**src/adccc_pkg.sv**
```systemverilog
package adccc_pkg;
  // Control register one layout
  localparam int CC1_START_BIT = 7;
  localparam int CC1_AIN_DIS_BIT = 4;
  localparam int CC1_CHAN_LSB = 0;
  localparam logic [7:0] CC1_RESET = 8'h10;
  // Control register two layout
  localparam int CC2_IREF_BIT = 5;
  localparam int CC2_TIME_LSB = 1;
  localparam logic [7:0] CC2_RESET = 8'h10;
  // Status layout
  localparam int ST_DONE_BIT = 5;
  localparam int ST_BUSY_BIT = 4;
  localparam logic [7:0] RESULT_RESET = 8'h00;
  localparam int RESULT_WIDTH = 8;
  localparam int TIME_SEL_WIDTH = 3;
  localparam int COUNT_WIDTH = 11;
  // Conversion time in system clocks per time select code
  localparam logic [10:0] CONV_CYCLES_0 = 11'h027;
  localparam logic [10:0] CONV_CYCLES_2 = 11'h04E;
  localparam logic [10:0] CONV_CYCLES_3 = 11'h09C;
  localparam logic [10:0] CONV_CYCLES_4 = 11'h138;
  localparam logic [10:0] CONV_CYCLES_5 = 11'h270;
  localparam logic [10:0] CONV_CYCLES_6 = 11'h4E0;
  localparam logic [10:0] CONV_CYCLES_RSV = 11'h027;
  typedef enum logic [0:0] {
    ADCCC_IDLE = 1'b0,
    ADCCC_CONV = 1'b1
  } adccc_state_t;
endpackage : adccc_pkg

```
**src/adccc_timer.sv**
```systemverilog
`timescale 1ns/1ps
`default_nettype none
module adccc_timer
  import adccc_pkg::*;
(
  input wire logic clock,
  input wire logic reset,
  input wire logic start,
  input wire logic abort,
  input wire logic [TIME_SEL_WIDTH-1:0] timeSel,
  output logic done
);
  logic [COUNT_WIDTH-1:0] count;
  logic running;
  logic [COUNT_WIDTH-1:0] terminal;
  always_comb begin
    unique case (timeSel)
      3'h0: terminal = CONV_CYCLES_0;
      3'h2: terminal = CONV_CYCLES_2;
      3'h3: terminal = CONV_CYCLES_3;
      3'h4: terminal = CONV_CYCLES_4;
      3'h5: terminal = CONV_CYCLES_5;
      3'h6: terminal = CONV_CYCLES_6;
      default: terminal = CONV_CYCLES_RSV;
    endcase
  end
  // Terminal count reached
  assign done = running && !abort && (count == terminal - 11'h001);
  always_ff @(posedge clock) begin
    if (reset || abort) begin
      running <= 1'b0;
      count <= '0;
    end else if (start) begin
      running <= 1'b1;
      count <= '0;
    end else if (done) begin
      running <= 1'b0;
    end else if (running) begin
      count <= count + 11'h001;
    end
  end
endmodule : adccc_timer
`default_nettype wire

```
**src/adc_conversion_control.sv**
```systemverilog
// Operation
// - Start bit begins conversion on selected channel
// - At time end store result, done, interrupt
// - Start bit clears itself once begun
// - Reading result clears done flag
// - Restart clears done, keeps old result
// - Stop or slow aborts, resets controls
// - Stop or slow discards results
// - No automatic restart after low power
// - Reference disconnected in stop or slow
// - Result is unsigned eight bit code
// - Busy set at start, cleared end/stop
// - Control writes ignored in low power
`timescale 1ns/1ps
`default_nettype none
module adc_conversion_control
  import adccc_pkg::*;
(
  input wire logic clock,
  input wire logic reset,
  input wire logic ctrlOneWrite,
  input wire logic [7:0] ctrlOneWdata,
  input wire logic ctrlTwoWrite,
  input wire logic [7:0] ctrlTwoWdata,
  input wire logic resultRead,
  input wire logic stopOrSlow,
  input wire logic sleepMode,
  input wire logic [RESULT_WIDTH-1:0] coreResult,
  output logic [7:0] converterControlOne,
  output logic [7:0] converterControlTwo,
  output logic [RESULT_WIDTH-1:0] conversionResultReg,
  output logic [7:0] conversionStatusReg,
  output logic conversionDoneIrq,
  output logic [2:0] inputChannelSelect,
  output logic analogInputDisable,
  output logic referenceCurrentOn,
  output logic coreSample
);
  adccc_state_t state;
  logic [7:0] ctrlOne;
  logic [7:0] ctrlTwo;
  logic [RESULT_WIDTH-1:0] result;
  logic doneFlag;
  logic irq;
  logic timerDone;
  wire lowPower = stopOrSlow || sleepMode;
  // Writes ignored in low power
  wire writeOk = !lowPower;
  wire startReq = ctrlOne[CC1_START_BIT] && state == ADCCC_IDLE;
  wire finish = state == ADCCC_CONV && timerDone;
  adccc_timer timer (
    .clock(clock),
    .reset(reset),
    .start(startReq),
    .abort(stopOrSlow),
    .timeSel(ctrlTwo[CC2_TIME_LSB +: TIME_SEL_WIDTH]),
    .done(timerDone)
  );
  always_ff @(posedge clock) begin
    if (reset || stopOrSlow) begin
      ctrlOne <= CC1_RESET;
      ctrlTwo <= CC2_RESET;
    end else begin
      if (ctrlOneWrite && writeOk) begin
        ctrlOne <= ctrlOneWdata;
      end else if (startReq) begin
        ctrlOne[CC1_START_BIT] <= 1'b0;
      end
      if (ctrlTwoWrite && writeOk) begin
        ctrlTwo <= ctrlTwoWdata;
      end
    end
  end
  always_ff @(posedge clock) begin
    if (reset || stopOrSlow) begin
      state <= ADCCC_IDLE;
      result <= RESULT_RESET;
      doneFlag <= 1'b0;
      irq <= 1'b0;
    end else begin
      irq <= finish;
      unique case (state)
        ADCCC_IDLE: begin
          if (startReq) begin
            state <= ADCCC_CONV;
            doneFlag <= 1'b0;
          end else if (resultRead) begin
            doneFlag <= 1'b0;
          end
        end
        ADCCC_CONV: begin
          if (finish) begin
            state <= ADCCC_IDLE;
            result <= coreResult;
            doneFlag <= 1'b1;
          end
        end
      endcase
    end
  end
  assign converterControlOne = ctrlOne;
  assign converterControlTwo = ctrlTwo;
  assign conversionResultReg = result;
  assign conversionStatusReg = {2'b00, doneFlag, state == ADCCC_CONV,
    4'h0};
  assign conversionDoneIrq = irq;
  assign inputChannelSelect = ctrlOne[CC1_CHAN_LSB +: 3];
  assign analogInputDisable = ctrlOne[CC1_AIN_DIS_BIT];
  assign referenceCurrentOn = ctrlTwo[CC2_IREF_BIT] && !stopOrSlow;
  assign coreSample = state == ADCCC_CONV;

  start_clears_a: assert property (@(posedge clock) disable iff (reset)
    startReq && !stopOrSlow |=> !ctrlOne[CC1_START_BIT] || $past(ctrlOneWrite))
    else $error("start bit not cleared");
  busy_start_a: assert property (@(posedge clock) disable iff (reset)
    startReq && !stopOrSlow |=> conversionStatusReg[ST_BUSY_BIT])
    else $error("busy not set");
  done_store_a: assert property (@(posedge clock) disable iff (reset)
    finish && !stopOrSlow |=> doneFlag && result == $past(coreResult)
    && conversionDoneIrq) else $error("completion wrong");
  read_clear_a: assert property (@(posedge clock) disable iff (reset)
    resultRead && state == ADCCC_IDLE && !startReq |=> !doneFlag)
    else $error("done not cleared on read");
  restart_keep_a: assert property (@(posedge clock) disable iff (reset)
    startReq && !stopOrSlow |=> !doneFlag && result == $past(result))
    else $error("restart handling wrong");
  stop_abort_a: assert property (@(posedge clock) disable iff (reset)
    stopOrSlow |=> state == ADCCC_IDLE && ctrlOne == CC1_RESET
    && ctrlTwo == CC2_RESET) else $error("stop did not abort");
  stop_clear_a: assert property (@(posedge clock) disable iff (reset)
    stopOrSlow |=> result == RESULT_RESET && !doneFlag)
    else $error("result not discarded");
  ref_off_a: assert property (@(posedge clock) disable iff (reset)
    stopOrSlow |-> !referenceCurrentOn)
    else $error("reference on in stop");
  no_write_a: assert property (@(posedge clock) disable iff (reset)
    sleepMode && !stopOrSlow && ctrlTwoWrite |=> ctrlTwo == $past(ctrlTwo))
    else $error("write in low power");
  idle_stay_a: assert property (@(posedge clock) disable iff (reset)
    state == ADCCC_IDLE && !startReq |=> state == ADCCC_IDLE)
    else $error("spontaneous start");
  fast_conv_a: assert property (@(posedge clock) disable iff (reset)
    startReq && ctrlTwo[3:1] == 3'h0 && !stopOrSlow
    |=> !finish [*8]) else $error("conversion too short");
  // Completion and stop side effects
  irq_pulse_a: assert property (@(posedge clock) disable iff (reset)
    conversionDoneIrq |=> !conversionDoneIrq)
    else $error("interrupt longer than one cycle");
  irq_cause_a: assert property (@(posedge clock) disable iff (reset)
    conversionDoneIrq |-> $past(finish))
    else $error("interrupt without completion");
  irq_done_a: assert property (@(posedge clock) disable iff (reset)
    conversionDoneIrq |-> doneFlag)
    else $error("interrupt without done flag");
  busy_clear_a: assert property (@(posedge clock) disable iff (reset)
    finish && !stopOrSlow |=> !conversionStatusReg[ST_BUSY_BIT])
    else $error("busy not cleared at end");
  stop_busy_a: assert property (@(posedge clock) disable iff (reset)
    stopOrSlow |=> !conversionStatusReg[ST_BUSY_BIT])
    else $error("busy not cleared by stop");
  // Conversion progress
  start_begin_a: assert property (@(posedge clock) disable iff (reset)
    startReq && !stopOrSlow |=> coreSample && state == ADCCC_CONV)
    else $error("conversion did not begin");
  conv_hold_a: assert property (@(posedge clock) disable iff (reset)
    state == ADCCC_CONV && !finish && !stopOrSlow |=> state == ADCCC_CONV)
    else $error("conversion ended early");
  result_hold_a: assert property (@(posedge clock) disable iff (reset)
    state == ADCCC_CONV && !finish && !stopOrSlow
    |=> result == $past(result))
    else $error("old result lost");
  done_hold_a: assert property (@(posedge clock) disable iff (reset)
    doneFlag && !resultRead && !startReq && !stopOrSlow |=> doneFlag)
    else $error("done flag dropped");
  chan_stable_a: assert property (@(posedge clock) disable iff (reset)
    state == ADCCC_CONV && !stopOrSlow && !ctrlOneWrite
    |=> inputChannelSelect == $past(inputChannelSelect))
    else $error("channel moved while converting");
  // Start bit may still self-clear while writes are blocked
  sleep_one_a: assert property (@(posedge clock) disable iff (reset)
    lowPower && !stopOrSlow && ctrlOneWrite
    |=> ctrlOne[6:0] == $past(ctrlOne[6:0]))
    else $error("control one written in low power");
  cover property (@(posedge clock) disable iff (reset) finish);
  cover property (@(posedge clock) disable iff (reset)
    state == ADCCC_CONV && stopOrSlow);
  cover property (@(posedge clock) disable iff (reset)
    doneFlag && resultRead);
  cover property (@(posedge clock) disable iff (reset)
    startReq && doneFlag);
  cover property (@(posedge clock) disable iff (reset)
    sleepMode && ctrlOneWrite);
endmodule : adc_conversion_control
`default_nettype wire

```
**config.mk**
```make
export PLATFORM = sky130hd
export DESIGN_NAME = adc_conversion_control
export DESIGN_NICKNAME = d
export VERILOG_FILES = /design/src/adccc_pkg.sv /design/src/adccc_timer.sv /design/src/adc_conversion_control.sv
export SDC_FILE = /design/constraint.sdc
export NUM_CORES = 1
export LEC_CHECK = 0
export BUFFER_PORTS_ARGS = -buffer_cell sky130_fd_sc_hd__buf_4
export CAP_MARGIN = 20
export CORE_MARGIN = 1
export CORE_UTILIZATION = 47
export DETAILED_ROUTE_END_ITERATION = 10
export PLACE_DENSITY_LB_ADDON = 0.12
export SYNTH_ARGS = -nofsm -noshare
export SYNTH_HDL_FRONTEND = slang
export SYNTH_HIERARCHICAL = 1
export SYNTH_SLANG_ARGS = --single-unit
```
**constraint.sdc**
```tcl
create_clock -name clock -period 2.8 [get_ports clock]
set_input_delay 0.56 -clock clock [delete_from_list [all_inputs] [get_ports clock]]
set_output_delay 0.56 -clock clock [all_outputs]
set_load 0.005 [all_outputs]
```
==> key figures, run 1 <==
Critical path
  • Crit path max fanout: 18
  • Worst-path cell chain: nand2_1, and2_1, ha_1, or3b_2, o211ai_2, xnor2_1, nand4bb_1, nor2_1, buf_4, nand2_1, nor3b_1
  • Crit Path Class: flip-flop to flip-flop
  • Crit path from: converterControlTwo[1]$_SDFFE_PP0P_
  • Crit start category: flip-flop
  • CP most frequent cell: nand2_1
  • CP arrival: ~2800 ps
  • Reg-to-reg startpoint: converterControlTwo[1]$_SDFFE_PP0P_
  • CP max stage cell: or3b_2
  • CP max stage delay: about 500 ps
  • Crit path required time: 2990 ps
  • Worst setup EP type: flip-flop
  • R2R depth: 11

Pwr
  • Power share of the clock group: a little over two fifths
  • Maximum vdd drop: about 320 uV
  • NetSw: about 0.26 mW
  • Pleak: around 1.1 nW
  • Sequential Power Share: a little under half
  • Power Density: just over 400 nW/um^2
  • P_int: approximately 0.90 mW
  • Gate power share: ~8.4%
  • Sw frac: a little under a quarter

GRT
  • First-pass GRT wire length: between 8000 and 9000 microns
  • GRT Overall Usage: 20.63%
  • Largest net degree at the start of global routing: 37
  • Initial antenna violation count: 0
  • Vias in the first global route: 1,819
  • Total global routing overflow: 0

STA
  • Worst slew margin: about two thirds
  • Final slew viol count: 0
  • RSZ-0062 raised after global routing: no
  • Max Fclk: between 0.3 and 0.4 GHz
  • Clock Skews: approximately 7.6 ps
  • Setup TNS: 0 ps
  • Final Hold Fails: 0
  • # setup viols final: 0
  • Final period util: about 90%
  • Worst-margin pin slew: a little under 500 ps
  • Crit path time final: 2574 ps

Clocking
  • Setup Buffers After CTS: 0
  • Clock buffer depth: 2
  • CTS tree: done
  • PostCTS Resize Cnt: 0
  • Number of buffers created by CTS: 5
  • Reg clk slew, reported paths: approximately 80 ps
  • Cts hold-fix bufs: 0
  • Skew-Pair Late Insertion Delay: ~300 ps
  • CTS HTree Levels: 2
  • Root Driver: clkbuf_8
  • Clock sinks: 39

Routing
  • DR vias/cell: about 5.4
  • Via count: 1,994
  • Post-DR wirelength/cell: approximately 14 microns
  • Final wirelength: 5030 microns
  • Detailed-route DRC error count: 0
  • DRT iter0 DRCs: 95
  • Pre-Repair DR Iteration Count: 4
  • Antenna Nets Post-Route: 0

Synthesis
  • Post-Syn Area: roughly 2400 sq um
  • Post-Synthesis Cells: around 250
  • Post-synth ARST share: 0%
  • Yosys top cell by area: dfxtp_1
  • Syn avg cell area: approximately 9.3 sq um
  • Register area share after synthesis: 33.17%
  • Flops & latches, synth: 39
  • Post-synthesis cell type count: 54
  • Synth top area share: between 30% and 40%
  • Predominant post-synthesis flop cell: dfxtp_1
  • EDFF count, synth: 0
  • Ys Warns: 6
  • Synth top area cells: dfxtp_1, nor3b_1, mux2_2, buf_4, a21bo_2

Floorplanning
  • Core Region: approximately 4800 sq um
  • I/O Pins: 70
  • Initial Utilization: 49.18%
  • Chip width: 72.77 microns
  • DIE HEIGHT: 72.77 microns
  • Cell row count: 25
  • Full die area: around 5300 sq um

Finish
  • Most common cell after layout, fill and taps aside: buf_4
  • Synthesis-to-layout area growth: 22.97%
  • Layout cells sized above 1: a little under two fifths
  • Util after Layout: between 60% and 70%
  • Multi-input logic area: ~1400 sq um
  • Storage cell area: 780.7 sq um
  • Final Cell Area: about 2900 sq um
  • Nets: 337
  • Number of inserted diodes: 0
  • Layout fillers: about 450
  • Most frequent cells in the layout: buf_4, dfxtp_1, nor3b_1

Run
  • Max_cap viols: 0

Run status
  • Status: finished, final reports clean

Min path
  • Min-Delay Startpoint: stopOrSlow
  • Hold WC Path Type: input port to flip-flop
  • Worst Hold Depth: 2

Placed design
  • I/O Buffers: 63
  • Detailed Place HPWL: 3549 microns
  • Area after DPL: 2773 sq um
  • GPL Wtd Cong: 0.7891
==> cell type report <==
cell class | count | area share (%)
tap | 67 | 2.897
timing repair buffer | 69 | 17.90
clock buffer | 6 | 2.853
clock inverter | 2 | 1.340
inverter | 5 | 0.6485
sequential | 39 | 26.98
multi-input combinational | 184 | 47.38
==> sequential cells by signal, summed over array words and instances (netlist names) <==
signal and cells:
conversionDoneIrq 1, converterControlOne 8, timer/running 1, conversionResultReg 8, timer/count 11, doneFlag 1
coreSample 1, converterControlTwo 8
==> per-stage QoR <==
step           power [mW]  hold slack (ps)  setup slack (ps)  instances
2_1_floorplan      0.6319            495.4             21.59        258
3_3_place_gp       0.6695            507.5             320.3        364
3_5_place_dp       0.6704            525.1             230.0        364
4_1_cts             1.180            467.9             208.5        372
6_report            1.168            473.8             225.7        372
5_1_grt             1.215            483.4             18.47        372
==> synth_stat cells (3+ instances only) <==
library cell  count
mux2i_1           3
nor3b_1          29
a21oi_1          14
xor2_1            5
buf_4            12
or3b_2            3
buf_2             5
dfxtp_1          39
inv_1             5
or3_1             4
nand3_1          15
nor3_1            6
mux2_2           16
buf_6             5
xnor2_1           6
a21bo_2           8
clkbuf_1          8
o21ai_0           4
nand2b_1          4
nor4_1            3
nor2_1           10
nand2_1           8
==> power by group through the flow <==
stage                     Combinational [mW]  Sequential (mW)  Clock [mW]
final                                 0.0979            0.559       0.510
after detailed placement              0.0978            0.573           0
after global placement                0.0969            0.573           0
after CTS                             0.0982            0.560       0.522
after global routing                   0.108            0.560       0.547
after floorplan                       0.0588            0.573           0
==> critical path, delay by kind of cell (launching register included) <==
family / cells / cell delay (ps)
buffers and inverters: 1 / 230
XOR/XNOR: 1 / 180
flip-flops: 1 / 340
AND/OR/NAND/NOR: 7 / 1360
AO/OA/AOI/OAI: 1 / 90
adder cells (fa/ha/maj): 1 / 260
==> cell families after synthesis <==
kind of cell | share of synthesized area (%)
and+or+nand+nor | 30.04
AOI/OAI and AO/OA | 13.19
muxes | 8.931
other | 0.1593
DFF | 33.17
adders and majority gates | 1.063
buffers and inverters | 9.357
xor gates and xnor gates | 4.093
==> path summary, 6_finish.rpt <==
path / to / slack [ps]
worst max-delay path: coreSample$_SDFF_PP0_ / 230
worst min-delay path: timer/running$_SDFFE_PP0P_ / 470
worst min register to register: timer/running$_SDFFE_PP0P_ / 540
worst max register to register: coreSample$_SDFF_PP0_ / 230
==> metal layers <==
layer,vias to the layer above,wire [microns],track usage (%)
met1,947,2389,28.19
met4,0,54,5.229
li1,997,-,-
met2,44,2334,31.88
met5,-,0,0
met3,6,252,6.077
Note: power is estimated with default switching activity, not from simulation.
==> inputs of run 2 (changes only) <==
--- a/config.mk
+++ b/config.mk
@@ -5,10 +5,11 @@
 export SDC_FILE = /design/constraint.sdc
 export NUM_CORES = 1
 export LEC_CHECK = 0
+export ABC_AREA = 1
 export BUFFER_PORTS_ARGS = -buffer_cell sky130_fd_sc_hd__buf_4
 export CAP_MARGIN = 20
 export CORE_MARGIN = 1
-export CORE_UTILIZATION = 47
+export CORE_UTILIZATION = 46
 export DETAILED_ROUTE_END_ITERATION = 10
 export PLACE_DENSITY_LB_ADDON = 0.12
 export SYNTH_ARGS = -nofsm -noshare
==> run 2 against run 1 <==
Net effect:
- global-route usage fell by 0.26 points
- design area down 2.4%
- combinational power increased by 15%
- clock power decreased by 8.0%
- die area decreased by 2.0%
- flip-flop and latch count is the same
- critical path depth rose by 7
- sequential share of layout area is 0.89 points higher
- largest cell class unchanged
- routed wire length grew 1.1%
- critical path type unchanged
- clock-buffer cell count shrank 1
==> key figures, run 2 <==
Routing
  • Detailed-route DRC error count: 0 (unchanged)
  • Pre-Repair DR Iteration Count: 4 (unchanged)
  • DRT iter0 DRCs: 118 (was 95)
  • Post-DR wirelength/cell: 10.86 microns (was 13.52 microns)
  • DR vias/cell: 4.752 (was 5.360)
  • Via count: 2,224 (was 1,994)
  • Antenna Nets Post-Route: 0 (unchanged)
  • Final wirelength: 5083 microns (was 5030 microns)

Clocking
  • Clock sinks: 39 (unchanged)
  • Skew-Pair Late Insertion Delay: 290 ps (was 300 ps)
  • Reg clk slew, reported paths: 80 ps (about the same)
  • Setup Buffers After CTS: 0 (unchanged)
  • Cts hold-fix bufs: 0 (unchanged)
  • CTS HTree Levels: 2 (unchanged)
  • CTS tree: done (unchanged)
  • Clock buffer depth: 2 (unchanged)
  • Root Driver: clkbuf_8 (unchanged)
  • PostCTS Resize Cnt: 0 (unchanged)
  • Number of buffers created by CTS: 5 (unchanged)

Placed design
  • Cell count after placement: 459 (was 364)
  • GPL Wtd Cong: 0.8949 (was 0.7891)
  • Area after DPL: 2678 sq um (was 2773 sq um)
  • I/O Buffers: 63 (unchanged)
  • Detailed Place HPWL: 3751 microns (was 3549 microns)

STA
  • # setup viols final: 0 (unchanged)
  • Final period util: 88.65% (was 91.94%)
  • Max Fclk: 0.4029 GHz (was 0.3885 GHz)
  • Hold WS: 447.3 ps (was 473.8 ps)
  • Final Hold Fails: 0 (unchanged)
  • Worst-margin pin slew: 645.9 ps (was 496.6 ps)
  • Clock Skews: 10.87 ps (was 7.594 ps)
  • Setup TNS: 0 ps (unchanged)
  • Worst slew margin: 56.84% (was 66.64%)
  • Crit path time final: 2482 ps (was 2574 ps)
  • RSZ-0062 raised after global routing: no (unchanged)
  • Final slew viol count: 0 (unchanged)

GRT
  • Initial antenna violation count: 0 (unchanged)
  • First-pass GRT wire length: 8438 microns (was 8487 microns)
  • Total global routing overflow: 0 (unchanged)
  • Largest net degree at the start of global routing: 33 (was 37)
  • Vias in the first global route: 1,933 (was 1,819)
  • GRT Overall Usage: 20.37% (was 20.63%)

Finish
  • Storage cell area: 787.0 sq um (was 780.7 sq um)
  • Largest reg by FF count: timer/count (unchanged)
  • Final Non-Filler Cells: 468 (was 372)
  • Layout cells sized above 1: 23.94% (was 38.03%)
  • Synthesis-to-layout area growth: 25.11% (was 22.97%)
  • Max FFs per register: 11 (unchanged)
  • Final Cell Area: 2824 sq um (was 2894 sq um)
  • Most frequent cells in the layout: nand2_1, buf_4, nand3_1 (was buf_4, dfxtp_1, nor3b_1)
  • Layout fillers: 484 (was 453)
  • Multi-input logic area: 1191 sq um (was 1371 sq um)
  • Number of inserted diodes: 0 (unchanged)
  • Nets: 433 (was 337)
  • Most common cell after layout, fill and taps aside: nand2_1 (was buf_4)

Synthesis
  • Post-synthesis cell type count: 30 (was 54)
  • Synth top area cells: dfxtp_1, nand2_1, nand3_1, inv_1, nor2_1 (was dfxtp_1, nor3b_1, mux2_2, buf_4, a21bo_2)
  • Register area share after synthesis: 34.59% (was 33.17%)
  • Post-Synthesis Cells: 344 (was 253)
  • Predominant post-synthesis flop cell: dfxtp_1 (unchanged)
  • Post-synth top cells: nand2_1, nand3_1, dfxtp_1, inv_1, nor2_1 (was dfxtp_1, nor3b_1, mux2_2)
  • Yosys top cell by area: dfxtp_1 (unchanged)
  • Post-Syn Area: 2257 sq um (was 2354 sq um)
  • Top-count cell post-synth: nand2_1 (was dfxtp_1)
  • Synth top area share: 34.59% (was 33.17%)
  • Syn avg cell area: 6.562 sq um (was 9.302 sq um)
  • Ys Warns: 6 (unchanged)
  • Flops & latches, synth: 39 (unchanged)
  • EDFF count, synth: 0 (unchanged)
  • Post-synth ARST share: 0% (unchanged)

Critical path
  • Worst setup EP type: flip-flop (unchanged)
  • Crit Path Class: flip-flop to flip-flop (unchanged)
  • Crit path max fanout: 8 (was 18)
  • CP arrival: 2670 ps (was 2760 ps)
  • Crit start category: flip-flop (unchanged)
  • Crit path required time: 2990 ps (about the same)

Floorplanning
  • I/O Pins: 70 (unchanged)
  • Chip width: 72.05 microns (was 72.77 microns)
  • Initial Utilization: 47.79% (was 49.18%)
  • Cell row count: 25 (unchanged)
  • Core Region: 4723 sq um (was 4786 sq um)
  • Full die area: 5191 sq um (was 5295 sq um)
  • DIE HEIGHT: 72.05 microns (was 72.77 microns)

Pwr
  • Maximum vdd drop: 216.2 uV (was 321.8 uV)
  • Power Density: 405.8 nW/um^2 (was 403.5 nW/um^2)
  • Total power: 1.146 mW (was 1.168 mW)
  • Pleak: 1.322 nW (was 1.114 nW)

Min path
  • Hold WC Path Type: flip-flop to flip-flop (was input port to flip-flop)

Run status
  • Status: finished, final reports clean (unchanged)

Run
  • Max_cap viols: 0 (unchanged)
-- run 2: changes by cell type after synthesis, moves of 16 or more --
cell and delta:
inv_1 +34, mux2_2 -16, nand2_1 +83, nand3_1 +28
nor2_1 +28, nor3b_1 -28
-- run 2: path summary, 6_finish.rpt --
check                                            from                                   to  slack (ps)  cells past startpoint
hold reg to reg   conversionResultReg[4]$_SDFFE_PP0P_  conversionResultReg[4]$_SDFFE_PP0P_         450                      2
setup reg to reg  converterControlTwo[1]$_SDFFE_PP0P_  conversionResultReg[0]$_SDFFE_PP0P_         320                     18
hold / removal    conversionResultReg[4]$_SDFFE_PP0P_  conversionResultReg[4]$_SDFFE_PP0P_         450                      2
setup / recovery  converterControlTwo[1]$_SDFFE_PP0P_  conversionResultReg[0]$_SDFFE_PP0P_         320                     18
-- run 2: per-stage QoR --
stage / utilization, % / setup slack, ps
floorplan: - / 480.4
global placement: 56.69 / 133.8
detailed placement: 56.69 / 79.13
CTS: 59.07 / 53.77
global route: 59.79 / 11.71
finish: 59.79 / 317.8
-- run 2: worst max-delay path: stages (launching register included) --
cell	delay, ps
dfxtp_2	350
inv_1	180
nand3_2	140
nand2_2	120
inv_1	60
nand3_1	70
ha_1	170
inv_1	70
o21ai_2	170
or2_2	150
nand3_1	60
nor3_1	190
nand4_1	130
nor2_2	130
nand2_2	120
nand2_2	110
inv_2	70
nand2_1	60
nand2_1	40
-- run 2: cell families (layout without fill, tap and decap cells) --
| logic type | count (synthesis) | after routing | synth area share (%) |
|---|---|---|---|
| compound gates | 32 | 32 | 7.428 |
| fa+ha+maj | 2 | 2 | 1.108 |
| xor+xnor | 10 | 10 | 3.880 |
| other cells | 1 | 6 | 0.1661 |
| buf+inv | 65 | 116 | 14.69 |
| flops | 39 | 39 | 34.59 |
| simple gates | 195 | 196 | 38.14 |
-- run 2: cell type report --
cell class / instances / area share (%)
Multi-Input combinational cell: 246 / 42.18
Clock inverter: 3 / 1.551
Sequential cell: 39 / 27.87
Timing Repair Buffer: 65 / 17.28
Clock buffer: 5 / 2.437
Tap cell: 67 / 2.969
Inverter: 43 / 5.716
-- run 2: metal layers --
metal,global-route usage (%),vias up,wire length [microns]
met1,25.45,981,2416
met3,4.167,10,183
met4,7.407,0,114
li1,-,1175,-
met5,0,-,0
met2,34.80,58,2369
-- run 2: report_power, final --
part	switching, mW	total (mW)	internal (mW)
Combinational	0.0583	0.113	0.0544
Clock	0.204	0.469	0.265
Sequential	0.00535	0.564	0.559
==> inputs of run 3 (changes only) <==
--- a/config.mk
+++ b/config.mk
@@ -12,6 +12,7 @@
 export CORE_UTILIZATION = 46
 export DETAILED_ROUTE_END_ITERATION = 10
 export PLACE_DENSITY_LB_ADDON = 0.12
+export RECOVER_POWER = 100
 export SYNTH_ARGS = -nofsm -noshare
 export SYNTH_HDL_FRONTEND = slang
 export SYNTH_HIERARCHICAL = 1
==> run 3 against run 2 <==
Net effect:
- the run now ends with max-capacitance violations, max-slew violations left
- highest routed layer unchanged
- hold slack got worse by 1.3 ps
- register-to-register slack got worse by 60 ps
- combinational power is essentially flat
==> key figures, run 3 (synthesis gave the netlist of run 2 again) <==
Run status
  • Status: complete, but fails checks (was finished, final reports clean)
  • Violated checks: max-capacitance violations, max-slew violations

Finish
  • Layout cells sized above 1: 22.69% (was 23.94%)
  • Most common cell after layout, fill and taps aside: nand2_1 (unchanged)
  • Final Non-Filler Cells: 468 (unchanged)
  • Final Cell Area: 2806 sq um (was 2824 sq um)
  • Synthesis-to-layout area growth: 24.33% (was 25.11%)
  • Largest reg by FF count: timer/count (unchanged)
  • Layout fillers: 489 (was 484)
  • Util after Layout: 59.42% (was 59.79%)
  • Most frequent cells in the layout: nand2_1, nand3_1, inv_1 (was nand2_1, buf_4, nand3_1)
  • Max FFs per register: 11 (unchanged)
  • Number of inserted diodes: 0 (unchanged)
  • Nets: 433 (unchanged)

Clocking
  • Root Driver: clkbuf_8 (unchanged)
  • CTS tree: done (unchanged)
  • Setup Buffers After CTS: 0 (unchanged)
  • CTS HTree Levels: 2 (unchanged)
  • Reg clk slew, reported paths: 80 ps (about the same)
  • Clock sinks: 39 (unchanged)
  • Number of buffers created by CTS: 5 (unchanged)
  • Cts hold-fix bufs: 0 (unchanged)
  • Clock buffer depth: 2 (unchanged)
  • Skew-Pair Late Insertion Delay: 290 ps (about the same)

GRT
  • Largest net degree at the start of global routing: 33 (unchanged)
  • Met1 usage: 25.45% (unchanged)
  • Initial antenna violation count: 0 (unchanged)
  • First-pass GRT wire length: 8438 microns (unchanged)
  • Most Used Layer, Global Route: met2 (unchanged)
  • Vias in the first global route: 1,933 (unchanged)
  • GRT Overall Usage: 20.37% (unchanged)
  • GRT met2 Usage: 34.80% (unchanged)
  • Total global routing overflow: 0 (unchanged)
  • Global Route met3 Usage: 4.167% (unchanged)

Routing
  • DR vias/cell: 4.737 (was 4.752)
  • Pre-Repair DR Iteration Count: 4 (unchanged)
  • DRT iter0 DRCs: 143 (was 118)
  • Via count: 2,217 (was 2,224)
  • Antenna Nets Post-Route: 0 (unchanged)
  • Detailed-route DRC error count: 0 (unchanged)
  • Post-DR wirelength/cell: 10.81 microns (was 10.86 microns)
  • Final wirelength: 5061 microns (was 5083 microns)

Placed design
  • Area after DPL: 2678 sq um (unchanged)
  • I/O Buffers: 63 (unchanged)
  • Post-Place Setup Slack: 79.13 ps (unchanged)
  • Cell count after placement: 459 (unchanged)
  • GPL Wtd Cong: 0.8949 (unchanged)
  • Detailed Place HPWL: 3751 microns (unchanged)

Pwr
  • Total power: 1.144 mW (was 1.146 mW)
  • Pleak: 1.301 nW (was 1.322 nW)
  • Maximum vdd drop: 216.3 uV (was 216.2 uV)
  • Power Density: 407.5 nW/um^2 (was 405.8 nW/um^2)

STA
  • Setup TNS: 0 ps (unchanged)
  • Post-route worst setup slack: 257.1 ps (was 317.8 ps)
  • Hold WS: 446.0 ps (was 447.3 ps)
  • Final period util: 90.82% (was 88.65%)
  • Worst-margin pin slew: 1928 ps (was 645.9 ps)
  • Crit path time final: 2543 ps (was 2482 ps)
  • Worst slew margin: -29.01% (was 56.84%)
  • Final Hold Fails: 0 (unchanged)
  • Clock Skews: 10.62 ps (was 10.87 ps)
  • Final slew viol count: 33 (was 0)
  • # setup viols final: 0 (unchanged)
  • Max Fclk: 0.3932 GHz (was 0.4029 GHz)
  • RSZ-0062 raised after global routing: no (unchanged)

Floorplanning
  • Cell row count: 25 (unchanged)
  • Full die area: 5191 sq um (unchanged)
  • Chip width: 72.05 microns (unchanged)
  • Initial Utilization: 47.79% (unchanged)
  • I/O Pins: 70 (unchanged)
  • DIE HEIGHT: 72.05 microns (unchanged)
  • Core Region: 4723 sq um (unchanged)

Critical path
  • Crit start category: flip-flop (unchanged)
  • Crit Path Class: flip-flop to flip-flop (unchanged)
  • R2R depth: 19 (was 18)
  • Crit path required time: 2980 ps (was 2990 ps)
  • Crit path max fanout: 10 (was 8)
  • CP arrival: 2730 ps (was 2670 ps)
  • Worst setup EP type: flip-flop (unchanged)
  • Reg2reg setup slack: 260 ps (was 320 ps)

Run
  • Max_cap viols: 1 (was 0)

Min path
  • Hold WC Path Type: flip-flop to flip-flop (unchanged)
  • Worst Hold Depth: 2 (unchanged)
## run 3: changes by cell type in the layout (fill, tap and decap cells not counted)
| cell | previous run | this run |
|---|---|---|
| buf_1 | 0 | 1 |
| buf_4 | 65 | 34 |
| clkbuf_1 | 0 | 1 |
| clkbuf_4 | 0 | 29 |
| inv_1 | 39 | 40 |
| inv_2 | 3 | 2 |
| nand2_1 | 90 | 91 |
| nand2_2 | 4 | 3 |
| nor2_1 | 36 | 37 |
| nor2_4 | 3 | 2 |
## run 3: cell type report
cell class              instances  area [sq um]  share of cell area [%]
clock buffers                   5         68.82                   2.452
clock inverters                 3         43.79                   1.560
inverters                      43         161.4                   5.751
multi-input cells             246          1181                   42.09
flip-flops and latches         39         787.0                   28.04
well taps                      67         83.83                   2.987
repair buffers                 65         480.5                   17.12
## run 3: repair_timing
action | 4_1_cts | 5_1_grt
hold endpoints to repair | 0 | 0
endpoints found under the setup margin | 0 | 23
resized for setup | 0 | 10
## run 3: critical path, stage by stage (launching register included)
cell,delay [ps]
dfxtp_2,370
inv_1,130
nand3_2,120
nand2_2,80
inv_1,80
nand3_1,70
ha_1,300
inv_1,40
nand2_1,50
nand2_1,50
nor2_2,100
nand2_1,60
nor2_1,110
nand3_1,90
nor2_1,120
nand4_2,90
nand2_1,290
inv_1,130
nor2_1,110
nor2_1,40
## run 3: layer usage
layer	up-vias	share of wire (%)
li1	1174	-
met5	-	0
met1	977	47
met3	10	3.7
met2	56	47
met4	0	2.2
## run 3: final timing paths
| kind | start | to |
|---|---|---|
| worst max-delay path | converterControlTwo[1]$_SDFFE_PP0P_ | timer/running$_SDFFE_PP0P_ |
| worst min-delay path | conversionResultReg[4]$_SDFFE_PP0P_ | conversionResultReg[4]$_SDFFE_PP0P_ |
| worst max register to register | converterControlTwo[1]$_SDFFE_PP0P_ | timer/running$_SDFFE_PP0P_ |
| worst min register to register | conversionResultReg[4]$_SDFFE_PP0P_ | conversionResultReg[4]$_SDFFE_PP0P_ |
## run 3: report_power, final
| group | switching [mW] | leakage, nW | internal, mW |
|---|---|---|---|
| Sequential | 0.00523 | 0.317 | 0.559 |
| Combinational | 0.0576 | 0.926 | 0.0529 |
| Clock | 0.204 | 0.0581 | 0.265 |
